`config.mk`:
```
export PLATFORM = sky130hd
export DESIGN_NAME = meb_bus_port
export DESIGN_NICKNAME = d
export VERILOG_FILES = /design/src/verilog/meb_pkg.sv /design/src/verilog/meb_bus_port.sv
export VERILOG_INCLUDE_DIRS = /design/src /design/src/verilog
export SDC_FILE = /design/constraint.sdc
export NUM_CORES = 1
export LEC_CHECK = 0
export BUFFER_PORTS_ARGS = -buffer_cell sky130_fd_sc_hd__clkbuf_2
export CAP_MARGIN = 0
export CORE_MARGIN = 2
export CORE_UTILIZATION = 55
export CTS_BUF_LIST = sky130_fd_sc_hd__clkbuf_4 sky130_fd_sc_hd__clkbuf_8
export CTS_CLUSTER_DIAMETER = 80
export DETAILED_ROUTE_END_ITERATION = 10
export GPL_TIMING_DRIVEN = 0
export HOLD_SLACK_MARGIN = 0.1
export PLACE_DENSITY = 0.79
export SKIP_LAST_GASP = 1
export SYNTH_ARGS = -nofsm -noshare
export SYNTH_HDL_FRONTEND = slang
export SYNTH_SLANG_ARGS = --single-unit
```
`constraint.sdc`:
```
create_clock -name clock -period 7.4 [get_ports clock]
set_input_delay 0.74 -clock clock [delete_from_list [all_inputs] [get_ports clock]]
set_output_delay 0.74 -clock clock [all_outputs]
set_load 0.05 [all_outputs]
```
`src/verilog/meb_cfg.svh`:
```
// Offsets, field positions, reset values and sizes of the bus port
// Assumes inclusion by bare name from the port's design files
`ifndef MEB_CFG_SVH
`define MEB_CFG_SVH
// Register indexes on the plain register port
`define MEB_REG_PORT_ASSIGN 4'h0
`define MEB_REG_STRETCH     4'h1
`define MEB_REG_UP_DATA     4'h2
`define MEB_REG_UP_DIR      4'h3
`define MEB_REG_LO_DATA     4'h4
`define MEB_REG_LO_DIR      4'h5
`define MEB_REG_REQ_ADDR    4'h6
`define MEB_REG_REQ_DATA    4'h7
`define MEB_REG_STATUS      4'h8
// Port assignment register fields
`define MEB_PA_BUS_CLK_EN   0
`define MEB_PA_DIR_EN       1
`define MEB_PA_LOW_STRB_EN  2
`define MEB_PA_NO_DATA_EN   3
// Request data register fields
`define MEB_REQ_RD_BIT      16
`define MEB_REQ_SIZE8_BIT   17
// Status fields
`define MEB_ST_DROP_BIT     4
// Sizes and reset values
`define MEB_STRETCH_W       2
`define MEB_FIFO_DEPTH      8
`define MEB_STRETCH_RST     2'h0
`endif

```
`src/verilog/meb_pkg.sv`:
```
// Types shared by the multiplexed bus port
// Assumes the cfg header is compiled alongside
package meb_pkg;
  // Operating modes caught from the strap at reset
  typedef enum logic [2:0] {
    MODE_NSC, MODE_SSC, MODE_SPER, MODE_WIDE, MODE_NARROW
  } meb_mode_type;
  // Bus cycle engine states
  typedef enum logic [1:0] {ST_IDLE, ST_ADDR, ST_DATA} meb_state_type;
  // One queued external access
  typedef struct packed {
    logic [15:0] addr;
    logic [15:0] data;
    logic        rd;
    logic        size8;
  } meb_req_type;
endpackage

```
`src/verilog/meb_bus_port.sv`:
```
// Multiplexed external bus port: clock, pin sharing, byte split, FIFO
// Assumes clock is the crystal rate; pins resolved by the surroundings
//
// The plain strobed port and the register offsets were decided locally.
`timescale 1ns/10ps
`include "meb_cfg.svh"

module meb_fifo #(
  parameter int WIDTH = 34,
  parameter int DEPTH = 8
) (
  // Clocking
  input  wire logic             clock,
  input  wire logic             rst,
  input  wire logic             ce,
  // Fill side
  input  wire logic             in_valid,
  output logic                  in_ready,
  input  wire logic [WIDTH-1:0] in_data,
  // Drain side
  output logic                  out_valid,
  input  wire logic             out_ready,
  output logic [WIDTH-1:0]      out_data
);
  localparam int PW = $clog2(DEPTH);
  logic [WIDTH-1:0] mem [DEPTH];
  logic [PW-1:0]    wr_ptr_reg;
  logic [PW-1:0]    rd_ptr_reg;
  logic [PW:0]      count_reg;
  logic             push;
  logic             pop;

  // Honest full and empty
  assign in_ready  = (count_reg != (PW+1)'(DEPTH));
  assign out_valid = (count_reg != '0);
  assign out_data  = mem[rd_ptr_reg];
  assign push      = ce && in_valid && in_ready;
  assign pop       = ce && out_valid && out_ready;

  // Storage and pointers
  always_ff @(posedge clock) begin
    if (push) begin
      mem[wr_ptr_reg] <= in_data;
    end
    if (rst) begin
      wr_ptr_reg <= '0;
      rd_ptr_reg <= '0;
      count_reg  <= '0;
    end else begin
      if (push) begin
        wr_ptr_reg <= (wr_ptr_reg == PW'(DEPTH - 1)) ? '0 : wr_ptr_reg + 1'b1;
      end
      if (pop) begin
        rd_ptr_reg <= (rd_ptr_reg == PW'(DEPTH - 1)) ? '0 : rd_ptr_reg + 1'b1;
      end
      count_reg <= count_reg + (PW+1)'(push) - (PW+1)'(pop);
    end
  end
endmodule

module meb_bus_port #(
  parameter int STRETCH_W  = `MEB_STRETCH_W,
  parameter int FIFO_DEPTH = `MEB_FIFO_DEPTH
) (
  // Clock, reset, enable, stop mode
  input  wire logic        clock,
  input  wire logic        rst,
  input  wire logic        ce,
  input  wire logic        stop_req,
  // Mode strap pins
  input  wire logic [2:0]  mode_strap,
  // Register port
  input  wire logic [3:0]  reg_addr,
  input  wire logic [31:0] reg_wdata,
  input  wire logic        reg_wr,
  input  wire logic        reg_rd,
  output logic [31:0]      reg_rdata,
  // Bus clock pin
  input  wire logic        bus_clock_pin_in,
  output logic             bus_clock_pin_out,
  output logic             bus_clock_pin_oe,
  // Upper and lower bus ports
  input  wire logic [7:0]  upper_bus_port_in,
  output logic [7:0]       upper_bus_port_out,
  output logic [7:0]       upper_bus_port_oe,
  input  wire logic [7:0]  lower_bus_port_in,
  output logic [7:0]       lower_bus_port_out,
  output logic [7:0]       lower_bus_port_oe,
  // Direction pin with pull-up control
  input  wire logic        dir_pin_in,
  output logic             dir_pin_out,
  output logic             dir_pin_oe,
  output logic             dir_pin_pullup,
  // Low byte strobe and data bus enable
  input  wire logic        low_byte_strobe_pin_in,
  output logic             low_byte_strobe_pin_out,
  output logic             low_byte_strobe_pin_oe,
  output logic             data_bus_enable_pin_n,
  output logic             data_bus_enable_pin_oe
);
  meb_pkg::meb_mode_type  mode_reg;
  meb_pkg::meb_state_type state_reg;
  meb_pkg::meb_req_type   cur_reg;
  meb_pkg::meb_req_type   q_data;
  meb_pkg::meb_req_type   in_req;
  logic [2:0]             mode_s1, mode_s2, misc_s1, misc_s2;
  logic [7:0]             up_s1, up_s2, lo_s1, lo_s2;
  logic [3:0]             pa_reg;
  logic [STRETCH_W-1:0]   stretch_reg;
  logic [STRETCH_W:0]     st_cnt_reg;
  logic [7:0]             gup_reg, gup_dir_reg, glo_reg, glo_dir_reg;
  logic [15:0]            req_addr_reg, rd_data_reg;
  logic [2:0]             cap0_reg, cap1_reg, cap2_reg;
  logic                   bus_clk_reg, half_reg, drop_reg;
  logic                   run, expanded, narrow, q_valid, q_ready, in_ready;
  logic                   push, start, drop, cyc_end, need_second;
  logic [15:0]            eff_addr;
  logic                   size_sig;

  assign run      = ce && !stop_req;
  assign expanded = (mode_reg == meb_pkg::MODE_WIDE) || (mode_reg == meb_pkg::MODE_NARROW);
  assign narrow   = (mode_reg == meb_pkg::MODE_NARROW);
  assign eff_addr = cur_reg.addr + {15'h0000, half_reg};
  assign size_sig = !(cur_reg.size8 || narrow);
  assign cyc_end  = (state_reg == meb_pkg::ST_DATA) && (st_cnt_reg == '0);
  assign need_second = narrow && !cur_reg.size8 && !half_reg;
  assign drop  = run && q_valid && !q_data.rd && !pa_reg[`MEB_PA_DIR_EN] && expanded
                 && (state_reg == meb_pkg::ST_IDLE);
  assign start = run && bus_clk_reg && q_valid && expanded && !drop
                 && ((state_reg == meb_pkg::ST_IDLE) || (cyc_end && !need_second))
                 && (q_data.rd || pa_reg[`MEB_PA_DIR_EN]);
  assign q_ready = start || drop;
  assign push    = ce && reg_wr && (reg_addr == `MEB_REG_REQ_DATA);
  assign in_req  = '{addr: req_addr_reg, data: reg_wdata[15:0],
                     rd: reg_wdata[`MEB_REQ_RD_BIT], size8: reg_wdata[`MEB_REQ_SIZE8_BIT]};

  // Request queue, a push while full is dropped and sets the drop flag
  meb_fifo #(.WIDTH($bits(meb_pkg::meb_req_type)), .DEPTH(FIFO_DEPTH)) u_fifo (
    .clock     (clock),
    .rst       (rst),
    .ce        (ce),
    .in_valid  (push),
    .in_ready  (in_ready),
    .in_data   (in_req),
    .out_valid (q_valid),
    .out_ready (q_ready),
    .out_data  (q_data)
  );

  // Two-flop synchronisers for pins
  always_ff @(posedge clock) begin
    if (ce) begin
      mode_s1 <= mode_strap;
      mode_s2 <= mode_s1;
      misc_s1 <= {bus_clock_pin_in, dir_pin_in, low_byte_strobe_pin_in};
      misc_s2 <= misc_s1;
      up_s1   <= upper_bus_port_in;
      up_s2   <= up_s1;
      lo_s1   <= lower_bus_port_in;
      lo_s2   <= lo_s1;
    end
  end

  // Mode caught while reset is held
  always_ff @(posedge clock) begin
    if (ce && rst) begin
      case (mode_s2)
        3'h1:    mode_reg <= meb_pkg::MODE_SSC;
        3'h2:    mode_reg <= meb_pkg::MODE_SPER;
        3'h3:    mode_reg <= meb_pkg::MODE_WIDE;
        3'h4:    mode_reg <= meb_pkg::MODE_NARROW;
        default: mode_reg <= meb_pkg::MODE_NSC;
      endcase
    end
  end

  // Software registers
  always_ff @(posedge clock) begin
    if (rst) begin
      // Clock pin reset value by mode
      pa_reg       <= {3'h0, (mode_s2 != 3'h0)};
      stretch_reg  <= `MEB_STRETCH_RST;
      gup_reg      <= 8'h00;
      gup_dir_reg  <= 8'h00;
      glo_reg      <= 8'h00;
      glo_dir_reg  <= 8'h00;
      req_addr_reg <= 16'h0000;
    end else if (ce && reg_wr) begin
      case (reg_addr)
        `MEB_REG_PORT_ASSIGN: pa_reg       <= reg_wdata[3:0];
        `MEB_REG_STRETCH:     stretch_reg  <= reg_wdata[STRETCH_W-1:0];
        `MEB_REG_UP_DATA:     gup_reg      <= reg_wdata[7:0];
        `MEB_REG_UP_DIR:      gup_dir_reg  <= reg_wdata[7:0];
        `MEB_REG_LO_DATA:     glo_reg      <= reg_wdata[7:0];
        `MEB_REG_LO_DIR:      glo_dir_reg  <= reg_wdata[7:0];
        `MEB_REG_REQ_ADDR:    req_addr_reg <= reg_wdata[15:0];
        default: ;
      endcase
    end
  end

  // Dropped write flag, set beats clear
  always_ff @(posedge clock) begin
    if (rst) begin
      drop_reg <= 1'b0;
    end else if (ce) begin
      if (drop || (push && !in_ready)) begin
        drop_reg <= 1'b1;
      end else if (reg_wr && (reg_addr == `MEB_REG_STATUS) && reg_wdata[`MEB_ST_DROP_BIT]) begin
        drop_reg <= 1'b0;
      end
    end
  end

  // Read data, one cycle after the strobe
  always_ff @(posedge clock) begin
    if (rst) begin
      reg_rdata <= 32'h00000000;
    end else if (ce) begin
      reg_rdata <= 32'h00000000;
      if (reg_rd) begin
        case (reg_addr)
          `MEB_REG_PORT_ASSIGN: reg_rdata <= {28'h0000000, pa_reg};
          `MEB_REG_STRETCH:     reg_rdata <= 32'(stretch_reg);
          `MEB_REG_UP_DATA:     reg_rdata <= {24'h000000, up_s2};
          `MEB_REG_UP_DIR:      reg_rdata <= {24'h000000, gup_dir_reg};
          `MEB_REG_LO_DATA:     reg_rdata <= {24'h000000, lo_s2};
          `MEB_REG_LO_DIR:      reg_rdata <= {24'h000000, glo_dir_reg};
          `MEB_REG_REQ_ADDR:    reg_rdata <= {16'h0000, req_addr_reg};
          `MEB_REG_REQ_DATA:    reg_rdata <= {16'h0000, rd_data_reg};
          `MEB_REG_STATUS:      reg_rdata <= {22'h000000, misc_s2, q_valid, !in_ready,
                                              drop_reg, (state_reg != meb_pkg::ST_IDLE),
                                              mode_reg};
          default:              reg_rdata <= 32'h00000000;
        endcase
      end
    end
  end

  // Bus clock divider and cycle engine
  always_ff @(posedge clock) begin
    if (rst) begin
      bus_clk_reg <= 1'b1;
      state_reg  <= meb_pkg::ST_IDLE;
      cur_reg    <= '0;
      half_reg   <= 1'b0;
      st_cnt_reg <= '0;
    end else if (run) begin
      bus_clk_reg <= ~bus_clk_reg;
      case (state_reg)
        meb_pkg::ST_IDLE: begin
          if (start) begin
            cur_reg   <= q_data;
            half_reg  <= 1'b0;
            state_reg <= meb_pkg::ST_ADDR;
          end
        end
        meb_pkg::ST_ADDR: begin
          st_cnt_reg <= {stretch_reg, 1'b0};
          state_reg  <= meb_pkg::ST_DATA;
        end
        meb_pkg::ST_DATA: begin
          if (st_cnt_reg != '0) begin
            bus_clk_reg <= 1'b1;
            st_cnt_reg <= st_cnt_reg - 1'b1;
          end else if (need_second) begin
            half_reg  <= 1'b1;
            state_reg <= meb_pkg::ST_ADDR;
          end else if (start) begin
            cur_reg   <= q_data;
            half_reg  <= 1'b0;
            state_reg <= meb_pkg::ST_ADDR;
          end else begin
            state_reg <= meb_pkg::ST_IDLE;
          end
        end
        default: state_reg <= meb_pkg::ST_IDLE;
      endcase
    end
  end

  // Read capture, delayed to match the synchronisers
  always_ff @(posedge clock) begin
    if (rst) begin
      cap0_reg    <= 3'h0;
      cap1_reg    <= 3'h0;
      cap2_reg    <= 3'h0;
      rd_data_reg <= 16'h0000;
    end else if (ce) begin
      cap0_reg <= 3'h0;
      if (run && cyc_end && cur_reg.rd) begin
        cap0_reg <= {1'b1, narrow, cur_reg.size8 || half_reg};
      end
      cap1_reg <= cap0_reg;
      // Pin data of the last high clock leaves the second sync flop here
      cap2_reg <= cap1_reg;
      if (cap2_reg[2]) begin
        case (cap2_reg[1:0])
          2'h0:    rd_data_reg <= {up_s2, lo_s2};
          2'h1:    rd_data_reg <= {8'h00, lo_s2};
          2'h2:    rd_data_reg <= {up_s2, 8'h00};
          default: rd_data_reg <= {rd_data_reg[15:8], up_s2};
        endcase
      end
    end
  end

  // Pin drivers, all registered together with the bus clock
  always_ff @(posedge clock) begin
    if (rst) begin
      bus_clock_pin_out       <= 1'b1;
      bus_clock_pin_oe        <= 1'b0;
      upper_bus_port_out      <= 8'h00;
      upper_bus_port_oe       <= 8'h00;
      lower_bus_port_out      <= 8'h00;
      lower_bus_port_oe       <= 8'h00;
      dir_pin_out             <= 1'b1;
      dir_pin_oe              <= 1'b0;
      dir_pin_pullup          <= 1'b1;
      low_byte_strobe_pin_out <= 1'b1;
      low_byte_strobe_pin_oe  <= 1'b0;
      data_bus_enable_pin_n   <= 1'b1;
      data_bus_enable_pin_oe  <= 1'b0;
    end else if (ce) begin
      bus_clock_pin_out <= bus_clk_reg;
      // Peripheral mode takes the clock in
      bus_clock_pin_oe  <= pa_reg[`MEB_PA_BUS_CLK_EN] && (mode_reg != meb_pkg::MODE_SPER);
      dir_pin_oe     <= expanded && pa_reg[`MEB_PA_DIR_EN];
      dir_pin_pullup <= !(expanded && pa_reg[`MEB_PA_DIR_EN]);
      dir_pin_out    <= (state_reg == meb_pkg::ST_IDLE) || cur_reg.rd;
      low_byte_strobe_pin_oe  <= expanded && pa_reg[`MEB_PA_LOW_STRB_EN];
      low_byte_strobe_pin_out <= (state_reg == meb_pkg::ST_IDLE) || !(eff_addr[0] ^ size_sig);
      // Data enable in last high clock
      data_bus_enable_pin_oe <= expanded && !pa_reg[`MEB_PA_NO_DATA_EN];
      data_bus_enable_pin_n  <= !cyc_end;
      if (!expanded) begin
        upper_bus_port_out <= gup_reg;
        upper_bus_port_oe  <= gup_dir_reg;
        lower_bus_port_out <= glo_reg;
        lower_bus_port_oe  <= glo_dir_reg;
      end else if (state_reg == meb_pkg::ST_ADDR) begin
        upper_bus_port_out <= eff_addr[15:8];
        upper_bus_port_oe  <= 8'hFF;
        lower_bus_port_out <= eff_addr[7:0];
        lower_bus_port_oe  <= 8'hFF;
      end else if (state_reg == meb_pkg::ST_DATA) begin
        upper_bus_port_oe <= cur_reg.rd ? 8'h00 : 8'hFF;
        if (narrow) begin
          upper_bus_port_out <= (cur_reg.size8 || half_reg) ? cur_reg.data[7:0]
                                                            : cur_reg.data[15:8];
        end else begin
          upper_bus_port_out <= cur_reg.size8 ? cur_reg.data[7:0] : cur_reg.data[15:8];
          lower_bus_port_out <= cur_reg.data[7:0];
          lower_bus_port_oe  <= cur_reg.rd ? 8'h00 : 8'hFF;
        end
      end else begin
        upper_bus_port_oe <= 8'h00;
        lower_bus_port_oe <= 8'h00;
      end
    end
  end

  // Checks on clock, modes and cycle shape
  property p_bus_clk_half;
    @(posedge clock) disable iff (rst)
      (run && state_reg == meb_pkg::ST_IDLE) |=> (bus_clk_reg != $past(bus_clk_reg));
  endproperty
  a_bus_clk_half: assert property (p_bus_clk_half) else $error("bus clock not halved");

  property p_nsc_off;
    @(posedge clock) disable iff (rst)
      ($past(rst) && mode_reg == meb_pkg::MODE_NSC) |-> !pa_reg[`MEB_PA_BUS_CLK_EN];
  endproperty
  a_nsc_off: assert property (p_nsc_off) else $error("clock pin on at reset");

  property p_ssc_on;
    @(posedge clock) disable iff (rst)
      ($past(rst) && mode_reg == meb_pkg::MODE_SSC) |-> pa_reg[`MEB_PA_BUS_CLK_EN];
  endproperty
  a_ssc_on: assert property (p_ssc_on) else $error("clock pin off at reset");

  property p_sper_in;
    @(posedge clock) disable iff (rst)
      (ce && mode_reg == meb_pkg::MODE_SPER) |=> !bus_clock_pin_oe;
  endproperty
  a_sper_in: assert property (p_sper_in) else $error("clock pin driven");

  property p_stop_hold;
    @(posedge clock) disable iff (rst)
      (stop_req || !ce) |=> $stable(bus_clk_reg) && $stable(state_reg);
  endproperty
  a_stop_hold: assert property (p_stop_hold) else $error("clock ran in stop");

  property p_second_byte;
    @(posedge clock) disable iff (rst)
      (run && cyc_end && need_second) |=> state_reg == meb_pkg::ST_ADDR && half_reg
        ##1 (!run || state_reg == meb_pkg::ST_DATA);
  endproperty
  a_second_byte: assert property (p_second_byte) else $error("no low byte cycle");

  property p_no_write;
    @(posedge clock) disable iff (rst)
      (state_reg != meb_pkg::ST_IDLE && !cur_reg.rd) |-> pa_reg[`MEB_PA_DIR_EN] || half_reg
        || $past(pa_reg[`MEB_PA_DIR_EN]);
  endproperty
  a_no_write: assert property (p_no_write) else $error("write while disabled");

  property p_dbe_high;
    @(posedge clock) disable iff (rst)
      (ce && cyc_end) |=> !data_bus_enable_pin_n && bus_clock_pin_out;
  endproperty
  a_dbe_high: assert property (p_dbe_high) else $error("enable outside clock high");
endmodule

```
* Yosys cells after proc, flatten, opt, wreduce, memory -nomap -nowiden
Memory sizes are Yosys's and may differ from the RTL's. A register that Yosys moved wholly into a read port is not among the register bits.
Index checks and enable logic that the tools add are counted.
** Operators by class
- Bitwise logic cells :: 2
- Equality and inequality tests :: 29
- Muxes and demuxes :: 51
- $add $sub $neg :: 6
- Reductions and logical operators :: 86
** Operators by type and width (count)
- 2-to-1 mux 8 bit :: 18
- case mux 16 bit (9 select lines) :: 1
- 2-to-1 mux 34 bit :: 3
- case mux 34 bit (2 select lines) :: 1
- case mux 16 bit (3 select lines) :: 1
- logical AND 1 bit :: 32
- AND reduction 2 bit :: 12
- 2-to-1 mux 3 bit :: 6
- adder 16 x 1 -> 16 bit :: 1
- equality test 4 x 3 -> 1 bit (second input constant) :: 4
- 2-to-1 mux 16 bit :: 1
- AND reduction 3 bit :: 5
- 2-to-1 mux 1 bit :: 14
- logical NOT 1 bit :: 13
- equality test 3 bit (second input constant) :: 4
- case mux 3 bit (4 select lines) :: 1
- nonzero test 2 bit :: 6
- equality test 3 x 2 -> 1 bit (second input constant) :: 3
- logical OR 1 bit :: 9
- nonzero test 3 bit :: 3
- equality test 4 x 2 -> 1 bit (second input constant) :: 2
- inequality test 2 bit (second input constant) :: 4
- inequality test 4 bit (second input constant) :: 2
- adder 3 x 1 -> 3 bit (second input constant) :: 2
- 21 further kinds :: 26
** Word-level totals
- Output and inout bits :: 73
- Register bits :: 251
- RAM bits :: 272
- Logic and storage cells :: 223
- Input port bits :: 64
- Memories kept :: 1
** Memories
- u_fifo.mem :: depth 8, width 34, read ports 1, clocked after Yosys merged registers in 1, write ports 1, RTL line meb_bus_port.sv:26 : logic [WIDTH-1:0] mem [DEPTH];

* Longest topological paths before layout
- Depth after elaboration :: 15
- Depth in mapped cells :: 15
- Gate-level depth less buffers :: 14

* Hierarchy
Synthesis repeated with hierarchy kept, for this count alone.
** Unflattened totals
- Cells, all modules :: 1426
- Area, all modules :: 20637.3 um^2
** Modules (own cells, without submodules)
- meb_fifo :: seq. area each 8428.1 um^2, area each 11055.6 um^2, instances 1, cells an instance 476
- meb_bus_port :: seq. area each 4984.8 um^2, area each 9581.7 um^2, instances 1, cells an instance 950

* Worst setup path before layout
Ideal clock, no wire load.
- Kind :: input to register
- Start :: input reg_addr[0]
- End :: memory u_fifo.mem[0][0] (enable)
- Library setup time :: 0.512 ns
- Stages :: 5
- Required time :: 6.888 ns
- Buffers on the path :: 1
- Data arrival time :: 4.834 ns
- Path slack :: 2.055 ns
- Cell sequence :: buf_2 -> and2_1 -> and2_1 -> nand4_1 -> nor4_1
** On the way
- Word-level cells in the longest chain between the ends :: 6
** Ends and longest elaborated chain
- start: declaration :: RTL line meb_bus_port.sv:73 : input wire logic [3:0] reg_addr,
- equality test 4 x 3 -> 1 bit
- logical AND 1 bit :: RTL line meb_bus_port.sv:133 : assign push = ce && reg_wr && (reg_addr == `MEB_REG_REQ_DATA);
- logical AND 1 bit (2 in a row) :: RTL line meb_bus_port.sv:37 : assign push = ce && in_valid && in_ready;
- 2-to-1 mux 1 bit :: RTL line meb_bus_port.sv:42 : if (push) begin
- 2-to-1 mux 1 bit (not written as such) :: RTL line meb_bus_port.sv:43 : mem[wr_ptr_reg] <= in_data;
- end: declaration :: RTL line meb_bus_port.sv:26
Every way passes these cells.

* Worst setup path in the final report
- Start :: input ce
- End :: memory u_fifo.mem[2][11] (enable)
** On the way
- Word-level cells in the longest chain between the ends :: 6
** Ends and longest elaborated chain
- start: declaration :: RTL line meb_bus_port.sv:68 : input wire logic ce,
- logical AND 1 bit (2 in a row) :: RTL line meb_bus_port.sv:133
- logical AND 1 bit (*) (2 in a row) :: RTL line meb_bus_port.sv:37
- via u_fifo.push :: RTL line meb_bus_port.sv:30 : logic push;
- 2-to-1 mux 1 bit (*) :: RTL line meb_bus_port.sv:42
- 2-to-1 mux 1 bit (not written as such) (*) :: RTL line meb_bus_port.sv:43
The timed path passes the listed nets; every way through them passes the cells marked *.

==> metrics <==
Post-DRT Antenna Nets 0; Worst-Skew Late Latency around 0.64 ns; Core Region 36600 um^2; reg2reg end u_fifo.count_reg[2]; Max Cap Viol 0; Worst setup EP type flip-flop; max_slew headroom between 20% and 30%; via/cell ratio a little over 6; f_max 257 MHz; share of layout cells above drive strength 1 a little under a quarter; Final Util 64.6%; storage element area 13400 um^2; sequential fraction of design power 52.2%; Top Ports between 100 and 150; fill cell count approximately 2600; Port Buffers about 110; CTS Buf Count 83; Setup Skew between 0.03 and 0.04 ns; antenna violations before repair 0; CP Class in -> reg; vias in the first global route 13300; R2R Setup Slk around 4.1 ns; CTS resizes 0; Initial Utilization 55.8%; R2R cell count 13; pwr dens ~250 nW/um^2; worst-margin pin slew around 1.1 ns; Yosys reg bits between 500 and 600; final net count approximately 1800; Post-CTS Hold Fix Bufs 0; status complete, no violations; Sink Count 510; final hold vios 0; area of the multi-input gates between 6000 and 7000 um^2; Inst Count DP 2084; max FFs per register 272; sequential fraction of the synthesis area 65.7%; Max Root-Sink Buffers 3; postcts setup bufs 0; internal power 4.58 mW; Worst R2R Start mode_reg[0]; worst setup path startpoint ce; worst vdd ir approximately 0.15 mV; Clk network pwr share approximately 43%; hold crit path type in -> reg; crit-path cells clkbuf_2 -> buf_2 -> nand4_1 -> inv_1 -> nand2_1 -> nor3_2 -> buf_8 -> buf_6; Gate power share ~5.3%; # DRC 0; end of the critical path u_fifo.mem[2][11]; Final period util 52.7%; Max FO, Critical Path 46; GRT Total Usage roughly 29%; die height a little under 200 um; slowest cell delay on critical path 0.83 ns; average wire per standard cell roughly 25 um; RD Place Congestion ~0.95; DRT Wirelength approximately 55 mm; clk slew on worst S/H paths roughly 0.060 ns; fin crit period 3.90 ns; DR iter-0 viols ~1600; RSZ-0062 raised after global routing false; Net Sw Power approximately 1.3 mW; root buffer cell clkbuf_8; synthesized cell area about 20000 um^2; Post-synth ARST share 0%; Critical Path RT between 7 and 8 ns; worst path arrival time 4.21 ns; Lkg Pwr ~8.3 nW; Finished Layout Cells 2236; grt total ovfl 0; Syn Area/Cell 13.8 um^2; Final setup viols 0; Mapped Cells 1475; HPWL after DPL about 38 mm; yosys warns 0; largest net degree at the start of global routing 47; DR vias 13700; first-pass GRT wire length ~82 mm; H-tree depth 3; Slew Limit Fails 0; DR pass1 iterations 5; CP max stage cell clkbuf_2; Setup crit start kind input port; P&R area growth vs syn 15.8%; Die X 197 um; FP Rows 70; Netlist cell types 72; Sw Share between 20% and 30%; Post-synth EDFFs 320; CTS tree done; Synth Flop Type edfxtp_1; die footprint 38700 um^2
[cell usage in the layout, fill, tap and decap left out, types with 10 or more instances in the layout]
cell type  count
o21ai_0       19
nand3_1       35
clkbuf_4      36
inv_1         20
nand2b_1      16
nor3_1        12
dfxtp_1      190
mux4_2        70
buf_2         21
a211oi_1      66
clkbuf_1      48
conb_1        16
a21oi_1      100
clkbuf_2     106
a22oi_1       22
nor2b_1       23
buf_1         10
clkbuf_8     100
buf_4         32
ha_1          14
nand2_1      114
edfxtp_1     320
buf_6         14
mux2i_1       79
nor2_1       117
[metrics by stage]
stage	worst slack [ns]	TNS (ns)	hold slack (ns)	area (um^2)	power [mW]
CTS	3.53	0	0.238	23600	5.92
finish	3.50	0	0.270	23600	5.90
global placement	-1.80	-70.26	0.401	21600	3.44
global route	3.28	0	0.257	23600	6.07
floorplan	2.05	0	0.400	20500	3.33
detailed placement	2.91	0	0.405	21900	3.45
[final cells by class]
type | instances | area share [%]
antenna | 2 | 0.0212
buffer | 109 | 2.31
clock buffer | 136 | 6.97
clock inverter | 14 | 0.371
inverter | 20 | 0.318
multi-input combinational | 851 | 27.5
sequential | 510 | 56.7
tap | 468 | 2.48
timing repair buffer | 126 | 3.33
[worst max-delay path, delay by kind of cell]
family	cells	cell delay, ns
AND/OR/NAND/NOR	3	1.47
buffers and inverters	5	1.97
[worst min-delay path by stage]
stage | startpoint | end | slack [ns] | cells after the start
final | mode_strap[1] | mode_s1[1] | 0.27 | 1
after global routing | lower_bus_port_in[7] | lo_s1[7] | 0.26 | 1
after CTS | mode_strap[1] | mode_s1[1] | 0.24 | 1
after detailed placement | misc_s1[2] | misc_s2[2] | 0.40 | 0
after global placement | mode_s1[0] | mode_s2[0] | 0.40 | 0
after floorplan | lo_s1[0] | lo_s2[0] | 0.40 | 0
[routing by layer]
| layer | routed length (um) | global-route usage [%] | up-vias |
|---|---|---|---|
| met5 | 0 | 0 | - |
| met4 | 1640 | 10.7 | 0 |
| met3 | 5750 | 6.38 | 119 |
| met2 | 25500 | 44.8 | 802 |
| met1 | 22100 | 40.3 | 6766 |
| li1 | - | - | 6056 |
[logic make-up after synthesis]
kind of cell	after synthesis	synth area share [%]
xor gates and xnor gates	14	0.601
DFF	510	65.7
other	1	0.0184
buffers and inverters	129	3.04
and+or+nand+nor	372	8.47
adders and majority gates	15	0.956
AOI/OAI and AO/OA	276	9.09
muxes	158	12.1
[cell usage after synthesis (all sizes together), types with 14 or more instances]
master | instances | area share [%]
a211oi | 66 | 2.4
inv | 20 | 0.37
nand2b | 16 | 0.49
a21oi | 101 | 2.5
nand3 | 35 | 0.86
nor2b | 23 | 0.70
buf | 60 | 1.8
nor3 | 16 | 0.39
dfxtp | 190 | 19
nand2 | 114 | 2.1
edfxtp | 320 | 47
nor2 | 121 | 2.2
a22oi | 22 | 0.81
mux2i | 80 | 4.0
clkbuf | 49 | 0.91
o21ai | 21 | 0.51
mux4 | 70 | 7.7
ha | 14 | 0.86
[power by group through the flow]
| stage | logic [mW] | registers [mW] | clock network, mW |
|---|---|---|---|
| 4_1_cts | 0.307 | 3.08 | 2.53 |
| 5_1_grt | 0.330 | 3.08 | 2.66 |
| 6_report | 0.312 | 3.08 | 2.51 |
| 3_3_place_gp | 0.299 | 3.14 | 0 |
| 2_1_floorplan | 0.156 | 3.17 | 0 |
| 3_5_place_dp | 0.305 | 3.14 | 0 |
(Power assumes the default switching activity.)
